[config.mk]
export PLATFORM = sky130hd
export DESIGN_NAME = crp_top
export DESIGN_NICKNAME = d
export VERILOG_FILES = /design/src/core/crp_pkg.sv /design/src/core/crp_mbox_search.sv /design/src/core/crp_top.sv
export VERILOG_INCLUDE_DIRS = /design/src /design/src/core
export SDC_FILE = /design/constraint.sdc
export NUM_CORES = 2
export LEC_CHECK = 0
export BUFFER_PORTS_ARGS = -buffer_cell sky130_fd_sc_hd__buf_2
export CORE_MARGIN = 5
export CORE_UTILIZATION = 28
export DETAILED_ROUTE_END_ITERATION = 12
export PLACE_DENSITY = 0.44
export RECOVER_POWER = 100
export SLEW_MARGIN = 20
export SYNTH_ARGS = -nofsm -noshare
export SYNTH_HDL_FRONTEND = slang
export SYNTH_HIERARCHICAL = 1
export SYNTH_SLANG_ARGS = --single-unit
[constraint.sdc]
create_clock -name CORE_CLK_I -period 3.4 [get_ports CORE_CLK_I]
set_input_delay 0.68 -clock CORE_CLK_I [delete_from_list [all_inputs] [get_ports CORE_CLK_I]]
set_output_delay 0.68 -clock CORE_CLK_I [all_outputs]
set_load 0.1 [all_outputs]
[src/core/crp_cfg.svh]
// constants of the receive-protect and time-stamp block
`ifndef CRP_CFG_SVH
`define CRP_CFG_SVH
`define CRP_NMBOX        32
`define CRP_IDX_W        5
`define CRP_AW           8
`define CRP_DW           32
`define CRP_MSB          31
`define CRP_ZERO32       32'h0000_0000
`define CRP_ONE32        32'h0000_0001
`define CRP_ONES32       32'hFFFF_FFFF
`define CRP_OFS_OPC      8'h00
`define CRP_OFS_TIOC     8'h04
`define CRP_OFS_RIOC     8'h08
`define CRP_OFS_TSC      8'h0C
`define CRP_OFS_MC       8'h10
`define CRP_OFS_GIF      8'h14
`define CRP_OFS_GIM      8'h18
`define CRP_MAILBOX_STAMP_VALUE_BIT     7
`define CRP_MAILBOX_STAMP_VALUE_IDX_HI  6
`define CRP_MAILBOX_STAMP_VALUE_IDX_LO  2
`define CRP_ALIGN_HI     1
`define CRP_ALIGN_LO     0
`define CRP_PIN_FUNC_BIT 3
`define CRP_MC_TCC_BIT   14
`define CRP_MC_MAILBOX16_COUNTER_CLEAR_ENABLE_BIT  15
`define CRP_GIF_OVF_BIT  16
`define CRP_GIM_MASK_BIT 16
`define CRP_GIM_GIL_BIT  2
`define CRP_SYNC_MBOX    16
`endif

[src/core/crp_pkg.sv]
// types and decode functions of the receive-protect and time-stamp block
`include "crp_cfg.svh"
package crp_pkg;
  typedef enum logic [0:0] {
    TC_IDLE  = 1'b0,
    TC_WRITE = 1'b1
  } crp_tc_state_type;

  typedef enum logic [3:0] {
    R_OPC  = 4'h0,
    R_TIOC = 4'h1,
    R_RIOC = 4'h2,
    R_TSC  = 4'h3,
    R_MC   = 4'h4,
    R_GIF  = 4'h5,
    R_GIM  = 4'h6,
    R_MAILBOX_STAMP_VALUE = 4'h7,
    R_NONE = 4'h8
  } crp_reg_type;

  typedef struct packed {
    logic [`CRP_DW-1:0]                    overwrite_protect_bit;
    logic                                  tx_func;
    logic                                  rx_func;
    logic [`CRP_DW-1:0]                    stamp_counter;
    logic                                  mailbox16_counter_clear_enable;
    logic                                  ovf_flag;
    logic                                  ovf_mask;
    logic                                  global_interrupt_level;
    logic [`CRP_NMBOX-1:0][`CRP_DW-1:0]    mailbox_stamp_value;
    logic [`CRP_NMBOX-1:0]                 stamp_pend;
    crp_tc_state_type                      tc_state;
    logic [`CRP_IDX_W-1:0]                 tc_idx;
    logic                                  pready;
    logic                                  pslverr;
    logic [`CRP_DW-1:0]                    prdata;
    logic                                  rx_store;
    logic [`CRP_IDX_W-1:0]                 rx_idx;
    logic [`CRP_NMBOX-1:0]                 lost_set;
    logic                                  int0;
    logic                                  int1;
  } crp_state_type;

  // highest mailbox number whose bit is set
  function automatic logic [`CRP_IDX_W-1:0] top_set(input logic [`CRP_NMBOX-1:0] v);
    logic [`CRP_IDX_W-1:0] r;
    r = '0;
    for (int i = 0; i < `CRP_NMBOX; i++) begin
      if (v[i]) begin
        r = i[`CRP_IDX_W-1:0];
      end
    end
    return r;
  endfunction

  function automatic crp_reg_type reg_sel(input logic [`CRP_AW-1:0] a);
    crp_reg_type r;
    r = R_NONE;
    if (a[`CRP_ALIGN_HI:`CRP_ALIGN_LO] == 2'b00) begin
      if (a[`CRP_MAILBOX_STAMP_VALUE_BIT]) begin
        r = R_MAILBOX_STAMP_VALUE;
      end else begin
        unique case (a)
          `CRP_OFS_OPC:  r = R_OPC;
          `CRP_OFS_TIOC: r = R_TIOC;
          `CRP_OFS_RIOC: r = R_RIOC;
          `CRP_OFS_TSC:  r = R_TSC;
          `CRP_OFS_MC:   r = R_MC;
          `CRP_OFS_GIF:  r = R_GIF;
          `CRP_OFS_GIM:  r = R_GIM;
          default:       r = R_NONE;
        endcase
      end
    end
    return r;
  endfunction
endpackage

[src/core/crp_mbox_search.sv]
// receive mailbox search with overwrite protection
`timescale 1ns/1ns
`include "crp_cfg.svh"
module crp_mbox_search (
  input  wire logic [`CRP_NMBOX-1:0] match_i,
  input  wire logic [`CRP_NMBOX-1:0] pending_i,
  input  wire logic [`CRP_NMBOX-1:0] protect_i,
  output logic                       found_o,
  output logic [`CRP_IDX_W-1:0]      idx_o,
  output logic                       overwrite_o
);
  logic [`CRP_NMBOX-1:0] cand;

  always_comb begin
    // full and protected mailboxes drop out, search goes on
    cand        = match_i & ~(pending_i & protect_i);
    found_o     = |cand;
    idx_o       = crp_pkg::top_set(cand);
    overwrite_o = found_o & pending_i[idx_o];
  end
endmodule // crp_mbox_search

[src/core/crp_top.sv]
// receive overwrite protection, pin function and time-stamp unit with APB slave
`timescale 1ns/1ns
`include "crp_cfg.svh"
module crp_top (
  input  wire logic                  CORE_CLK_I,
  input  wire logic                  NRST_I,
  input  wire logic                  CE_I,
  input  wire logic                  PSEL_I,
  input  wire logic                  PENABLE_I,
  input  wire logic                  PWRITE_I,
  input  wire logic [`CRP_AW-1:0]    PADDR_I,
  input  wire logic [`CRP_DW-1:0]    PWDATA_I,
  output logic      [`CRP_DW-1:0]    PRDATA_O,
  output logic                       PREADY_O,
  output logic                       PSLVERR_O,
  input  wire logic                  PROT_WR_EN_I,
  input  wire logic                  STD_COMPAT_MODE_I,
  input  wire logic                  INIT_MODE_I,
  input  wire logic                  SLEEP_MODE_I,
  input  wire logic                  SUSPEND_MODE_I,
  input  wire logic                  BIT_TICK_I,
  input  wire logic                  PROTO_BUSY_I,
  input  wire logic                  RX_VALID_I,
  input  wire logic [`CRP_NMBOX-1:0] RX_MATCH_I,
  input  wire logic [`CRP_NMBOX-1:0] MSG_PENDING_I,
  input  wire logic [`CRP_NMBOX-1:0] MBOX_DIR_I,
  input  wire logic [`CRP_NMBOX-1:0] TX_DONE_I,
  output logic                       RX_STORE_O,
  output logic      [`CRP_IDX_W-1:0] RX_STORE_IDX_O,
  output logic      [`CRP_NMBOX-1:0] MSG_LOST_SET_O,
  output logic                       TX_PIN_FUNC_O,
  output logic                       RX_PIN_FUNC_O,
  output logic      [`CRP_DW-1:0]    STAMP_COUNTER_O,
  output logic                       COUNTER_OVF_FLAG_O,
  output logic                       INT_LINE0_O,
  output logic                       INT_LINE1_O
);
  crp_pkg::crp_state_type st;
  crp_pkg::crp_state_type next_st;
  crp_pkg::crp_reg_type   sel;

  logic                  found;
  logic [`CRP_IDX_W-1:0] s_idx;
  logic                  overwrite;
  logic                  acc_phase;
  logic                  wr;
  logic                  tsc_wr;
  logic                  tcc_wr;
  logic                  mb16_clr;
  logic                  stopped;
  logic                  rx_hit;
  logic [`CRP_NMBOX-1:0] rx_onehot;
  logic [`CRP_NMBOX-1:0] stamp_ev;
  logic [`CRP_NMBOX-1:0] stamp_clr;
  logic [`CRP_DW-1:0]    rd;
  logic [`CRP_IDX_W-1:0] m_idx;

  crp_mbox_search u_search (
    .match_i     (RX_MATCH_I),
    .pending_i   (MSG_PENDING_I),
    .protect_i   (st.overwrite_protect_bit),
    .found_o     (found),
    .idx_o       (s_idx),
    .overwrite_o (overwrite)
  );

  always_comb begin
    next_st   = st;
    sel       = crp_pkg::reg_sel(PADDR_I);
    m_idx     = PADDR_I[`CRP_MAILBOX_STAMP_VALUE_IDX_HI:`CRP_MAILBOX_STAMP_VALUE_IDX_LO];
    acc_phase = PSEL_I & PENABLE_I;
    // whole-word writes only, taken at the edge with pready high
    wr        = acc_phase & st.pready & PWRITE_I & ~st.pslverr;
    stopped   = INIT_MODE_I | SLEEP_MODE_I | SUSPEND_MODE_I;
    rx_hit    = RX_VALID_I & found;
    rx_onehot = `CRP_ONE32 << s_idx;

    // read mux
    rd = `CRP_ZERO32;
    unique case (sel)
      crp_pkg::R_OPC:  rd = st.overwrite_protect_bit;
      crp_pkg::R_TIOC: rd[`CRP_PIN_FUNC_BIT] = st.tx_func;
      crp_pkg::R_RIOC: rd[`CRP_PIN_FUNC_BIT] = st.rx_func;
      crp_pkg::R_TSC:  rd = STD_COMPAT_MODE_I ? `CRP_ZERO32 : st.stamp_counter;
      crp_pkg::R_MC:   rd[`CRP_MC_MAILBOX16_COUNTER_CLEAR_ENABLE_BIT] = st.mailbox16_counter_clear_enable;
      crp_pkg::R_GIF:  rd[`CRP_GIF_OVF_BIT] = st.ovf_flag;
      crp_pkg::R_GIM: begin
        rd[`CRP_GIM_MASK_BIT] = st.ovf_mask;
        rd[`CRP_GIM_GIL_BIT]  = st.global_interrupt_level;
      end
      crp_pkg::R_MAILBOX_STAMP_VALUE: rd = st.mailbox_stamp_value[m_idx];
      crp_pkg::R_NONE: rd = `CRP_ZERO32;
    endcase

    // one wait state, then answer
    next_st.pready  = acc_phase & ~st.pready;
    next_st.pslverr = acc_phase & ~st.pready & (sel == crp_pkg::R_NONE);
    if (acc_phase & ~st.pready) begin
      next_st.prdata = PWRITE_I ? `CRP_ZERO32 : rd;
    end

    // software registers
    if (wr && sel == crp_pkg::R_OPC) begin
      next_st.overwrite_protect_bit = PWDATA_I;
    end
    if (wr && sel == crp_pkg::R_TIOC && PROT_WR_EN_I) begin
      next_st.tx_func = PWDATA_I[`CRP_PIN_FUNC_BIT];
    end
    if (wr && sel == crp_pkg::R_RIOC && PROT_WR_EN_I) begin
      next_st.rx_func = PWDATA_I[`CRP_PIN_FUNC_BIT];
    end
    tcc_wr = wr && sel == crp_pkg::R_MC && PWDATA_I[`CRP_MC_TCC_BIT];
    if (wr && sel == crp_pkg::R_MC) begin
      next_st.mailbox16_counter_clear_enable = PWDATA_I[`CRP_MC_MAILBOX16_COUNTER_CLEAR_ENABLE_BIT];
    end
    if (wr && sel == crp_pkg::R_GIM) begin
      next_st.ovf_mask = PWDATA_I[`CRP_GIM_MASK_BIT];
      next_st.global_interrupt_level      = PWDATA_I[`CRP_GIM_GIL_BIT];
    end
    if (wr && sel == crp_pkg::R_GIF && PWDATA_I[`CRP_GIF_OVF_BIT]) begin
      next_st.ovf_flag = 1'b0;
    end
    if (wr && sel == crp_pkg::R_MAILBOX_STAMP_VALUE) begin
      next_st.mailbox_stamp_value[m_idx] = PWDATA_I;
    end

    // time-stamp counter
    tsc_wr   = wr && sel == crp_pkg::R_TSC && PROT_WR_EN_I && !STD_COMPAT_MODE_I;
    mb16_clr = st.mailbox16_counter_clear_enable & (MBOX_DIR_I[`CRP_SYNC_MBOX] ?
               (rx_hit && s_idx == `CRP_IDX_W'(`CRP_SYNC_MBOX)) :
               TX_DONE_I[`CRP_SYNC_MBOX]);
    if (tsc_wr) begin
      next_st.stamp_counter = PWDATA_I;
    end else if (mb16_clr) begin
      next_st.stamp_counter = `CRP_ZERO32;
    end else begin
      if (BIT_TICK_I && !stopped) begin
        // all ones rolls over to zero
        next_st.stamp_counter = st.stamp_counter + `CRP_ONE32;
      end
      if (tcc_wr) begin
        next_st.stamp_counter[`CRP_MSB] = 1'b0;
      end
    end
    // set beats a same-cycle clear
    if (!st.stamp_counter[`CRP_MSB] && next_st.stamp_counter[`CRP_MSB]) begin
      next_st.ovf_flag = 1'b1;
    end

    // receive outcome towards the mailbox logic
    next_st.rx_store = rx_hit;
    next_st.rx_idx   = s_idx;
    next_st.lost_set = (rx_hit && overwrite) ? rx_onehot : `CRP_ZERO32;

    // stamp capture, deferred behind protocol accesses
    stamp_ev  = (rx_hit ? rx_onehot : `CRP_ZERO32) | TX_DONE_I;
    stamp_clr = `CRP_ZERO32;
    unique case (st.tc_state)
      crp_pkg::TC_IDLE: begin
        if (|st.stamp_pend) begin
          next_st.tc_state = crp_pkg::TC_WRITE;
          next_st.tc_idx   = crp_pkg::top_set(st.stamp_pend);
        end
      end
      crp_pkg::TC_WRITE: begin
        if (!PROTO_BUSY_I) begin
          next_st.mailbox_stamp_value[st.tc_idx] = st.stamp_counter;
          stamp_clr = `CRP_ONE32 << st.tc_idx;
          next_st.tc_state = crp_pkg::TC_IDLE;
        end
      end
    endcase
    next_st.stamp_pend = (st.stamp_pend & ~stamp_clr) | stamp_ev;

    // interrupt routing
    next_st.int0 = st.ovf_flag & st.ovf_mask & ~st.global_interrupt_level;
    next_st.int1 = st.ovf_flag & st.ovf_mask & st.global_interrupt_level;
  end

  always_ff @(posedge CORE_CLK_I or negedge NRST_I) begin
    if (!NRST_I) begin
      st <= '0;
    end else if (CE_I) begin
      st <= next_st;
    end
  end

  assign PRDATA_O           = st.prdata;
  assign PREADY_O           = st.pready;
  assign PSLVERR_O          = st.pslverr;
  assign RX_STORE_O         = st.rx_store;
  assign RX_STORE_IDX_O     = st.rx_idx;
  assign MSG_LOST_SET_O     = st.lost_set;
  assign TX_PIN_FUNC_O      = st.tx_func;
  assign RX_PIN_FUNC_O      = st.rx_func;
  assign STAMP_COUNTER_O    = st.stamp_counter;
  assign COUNTER_OVF_FLAG_O = st.ovf_flag;
  assign INT_LINE0_O        = st.int0;
  assign INT_LINE1_O        = st.int1;
endmodule // crp_top
==> results.toml <==
[drt]
vias_per_cell = 6.09
antenna_left = 0
drc = 0
drt_iter0_markers = 7576
drt_wl_total_um = 328000
drt_pass1_iterations = 6
wire_per_inst_um = 33.2
via_count = 60035

[hold_path]
min_from = "PROTO_BUSY_I"
hold_depth = 3
hold_end = "st[79]"
min_path_type = "in2reg"

[layout]
fill_cells = 23168
area_growth_pct = 17.4
final_common_cell = "dfrtp_1"
drive_above_1_share_pct = 20.5
final_cell_mix = "dfrtp_1, nor2_1, a21oi_1"
nNetsFinal = 6937

[critical_path]
worst_setup_path_start_kind = "flip-flop"
end_kind = "flip-flop"
r2r-end = "st[761]"
r2r_slack_ns = -0.02
critPathMaxFanout = 20
arrival_ns = 4.06
r2r_cells = 8
r2r-start = "PSLVERR_O"
path_class = "reg2reg"
critPathRequiredTime_ns = 4.03

[grt]
gr-total-overflow = 0
grt_antenna_before_repair = 23
grt_pass1_wl_um = 461000
grt_pass1_vias = 58663
grt.total_usage_pct = 26.7
grt_max_degree = 203

[outcome]
violations = "capacitance limit, slew limit, setup timing"
status = "finished, violations left"

[place]
place_hpwl_um = 213000
port_buffers = 259
place.gp.congestion = 0.923
pre_cts_ws_ns = -0.759

[die]
die_w_um = 485
die_h_um = 485
ioPinCount = 291
initial_core_util_pct = 28.1
dieArea_mm2 = 0.235
num_rows = 174
coreArea_mm2 = 0.225

[timing]
worst_hold_slack_ns = 0.134
finalWorstSetupSlack_ns = -0.0246
fmax_mhz = 292
relSlewSlack_pct = -27.6
setup_viol = 1
worstMarginPinSlew_ns = 1.91
fin_crit_sh_pct = 101
drv_slew = 38
clock_skew_ns = 0.0378
final.min_clock_period_ns = 3.42
finalHoldViolCount = 0

[clocking]
cts-root-buf = "clkbuf_16"
cts_buffers = 141
cts_tree = "done"
cts_buffer_depth = 3
cts_max_level = 4
cts.clk_slew.worst_paths_ns = 0.06
clock-sinks = 1206
clk_latency_ns = 0.82

[power_and_ir_drop]
ir_drop_mv = 0.510
p_per_area_mw_per_mm2 = 498
leakagePower_nw = 31.7

[logic_synthesis]
seq_area_frac_synth_pct = 47.8
netlist_area_mm2 = 0.0632
syn_inst = 6688
synth-seq-cells = 1206
syn-num-nets = 6871
synth_warnings = 6
netlist.area_leader.share_pct = 47.8
syn_area_per_cell_um2 = 9.44
yosys-top-cells-area = "dfrtp_1, o22ai_1, mux4_2, a21oi_1, nor2_1"
async_reset_ff_share_pct = 100
synth_top_area_cell = "dfrtp_1"
synth_enable_flop_cells = 0
synth_top_flop_cell = "dfrtp_1"
synth_cell_types = 91

[run]
drv_cap = 1
-- synth_stat cells, drive strengths merged, types with 9 or more instances --
cell	instances
a2111oi	13
a211oi	11
a21boi	33
a21o	9
a21oi	1113
a221o	24
a221oi	9
a22oi	41
a31oi	15
and2	9
buf	331
clkbuf	585
dfrtp	1206
inv	26
mux2	56
mux2i	48
mux4	251
nand2	175
nand2b	46
nand3	44
nand4	25
nor2	1146
nor2b	28
nor3	48
nor4	18
o211ai	34
o21ai	88
o22ai	1078
o2bb2ai	34
o311ai	9
or2	29
or3	9
-- area by class of cell --
cell class / instances / area, um^2 / share of cell area, %
Inverter: 26 / 103 / 0.138
Clock inverter: 31 / 334 / 0.450
Tap cell: 2992 / 3740 / 5.05
Clock buffer: 214 / 4210 / 5.68
Multi-Input combinational cell: 4540 / 29400 / 39.6
Timing Repair Buffer: 839 / 6190 / 8.35
Sequential cell: 1206 / 30200 / 40.7
Antenna cell: 9 / 22.5 / 0.0304
-- cell families after synthesis --
family | count (synthesis) | share of synthesized area, %
multiplexers | 355 | 10.7
adder cells (fa/ha/maj) | 1 | 0.0198
AND/OR/NAND/NOR | 1612 | 10.8
buffers and inverters | 942 | 6.59
AO/OA/AOI/OAI | 2572 | 24.2
flip-flops | 1206 | 47.8
-- power breakdown --
part	switching [W]	internal, W
combinational	0.00333	0.00184
sequential	0.000696	0.0155
clock	0.00662	0.00890
total	0.0106	0.0263
-- registers in the layout, indices dropped and copies added, names as in the netlist --
| name | count |
|---|---|
| INT_LINE1_O | 1 |
| RX_STORE_IDX_O | 5 |
| COUNTER_OVF_FLAG_O | 1 |
| PREADY_O | 1 |
| st | 1097 |
| RX_STORE_O | 1 |
| STAMP_COUNTER_O | 32 |
| PSLVERR_O | 1 |
| PRDATA_O | 32 |
| TX_PIN_FUNC_O | 1 |
| INT_LINE0_O | 1 |
| RX_PIN_FUNC_O | 1 |
| MSG_LOST_SET_O | 32 |
-- worst max path at each step --
stage / from / to / slack (ns) / depth (start not counted)
floorplan: RX_MATCH_I[13] / STAMP_COUNTER_O[13] / 0.002 / 14
global placement: RX_MATCH_I[24] / STAMP_COUNTER_O[16] / -0.76 / 15
detailed placement: RX_MATCH_I[24] / STAMP_COUNTER_O[16] / -0.76 / 15
CTS: st[1186] / MSG_LOST_SET_O[27] / 0.01 / 12
global route: st[1191] / MSG_LOST_SET_O[13] / -0.03 / 14
finish: PSLVERR_O / st[761] / -0.02 / 8
-- critical path, stage by stage (launching register included) --
cell	delay (ns)
dfrtp_1	0.42
and4b_1	0.54
nand4_1	0.14
clkbuf_1	0.52
or2_2	0.52
nand2b_2	0.20
clkbuf_2	0.47
o22ai_1	0.28
a21oi_1	0.11
-- metal layers --
layer,vias to the layer above,wire length (um),track usage [%]
li1,24735,-,-
met5,-,55,0
met4,8,20900,15.3
met3,693,29300,5.96
met1,30903,132000,35.4
met2,3696,145000,40.4
-- repair_timing --
| item | CTS | global route |
|---|---|---|
| pin swaps | 4 | 10 |
| hold buffers | 1 | 0 |
| endpoints found under the hold margin | 24 | 0 |
| resized for setup | 11 | 25 |
| setup endpoints to repair | 46 | 63 |
| buffers inserted | 2 | 10 |
-- per-stage QoR --
step           TNS, ns  total power (W)  cell area, um^2  util, %  std cells
2_1_floorplan        0           0.0193            63200        -       6688
3_3_place_gp    -32.79           0.0215            70000     31.1       9591
3_5_place_dp    -31.17           0.0216            70000     31.1       9591
4_1_cts              0           0.0371            74600     33.2       9839
5_1_grt         -0.132           0.0381            74100     33.0       9851
6_report       -0.0246           0.0369            74200     33.0       9857
Note: power is estimated with default switching activity, not from simulation.
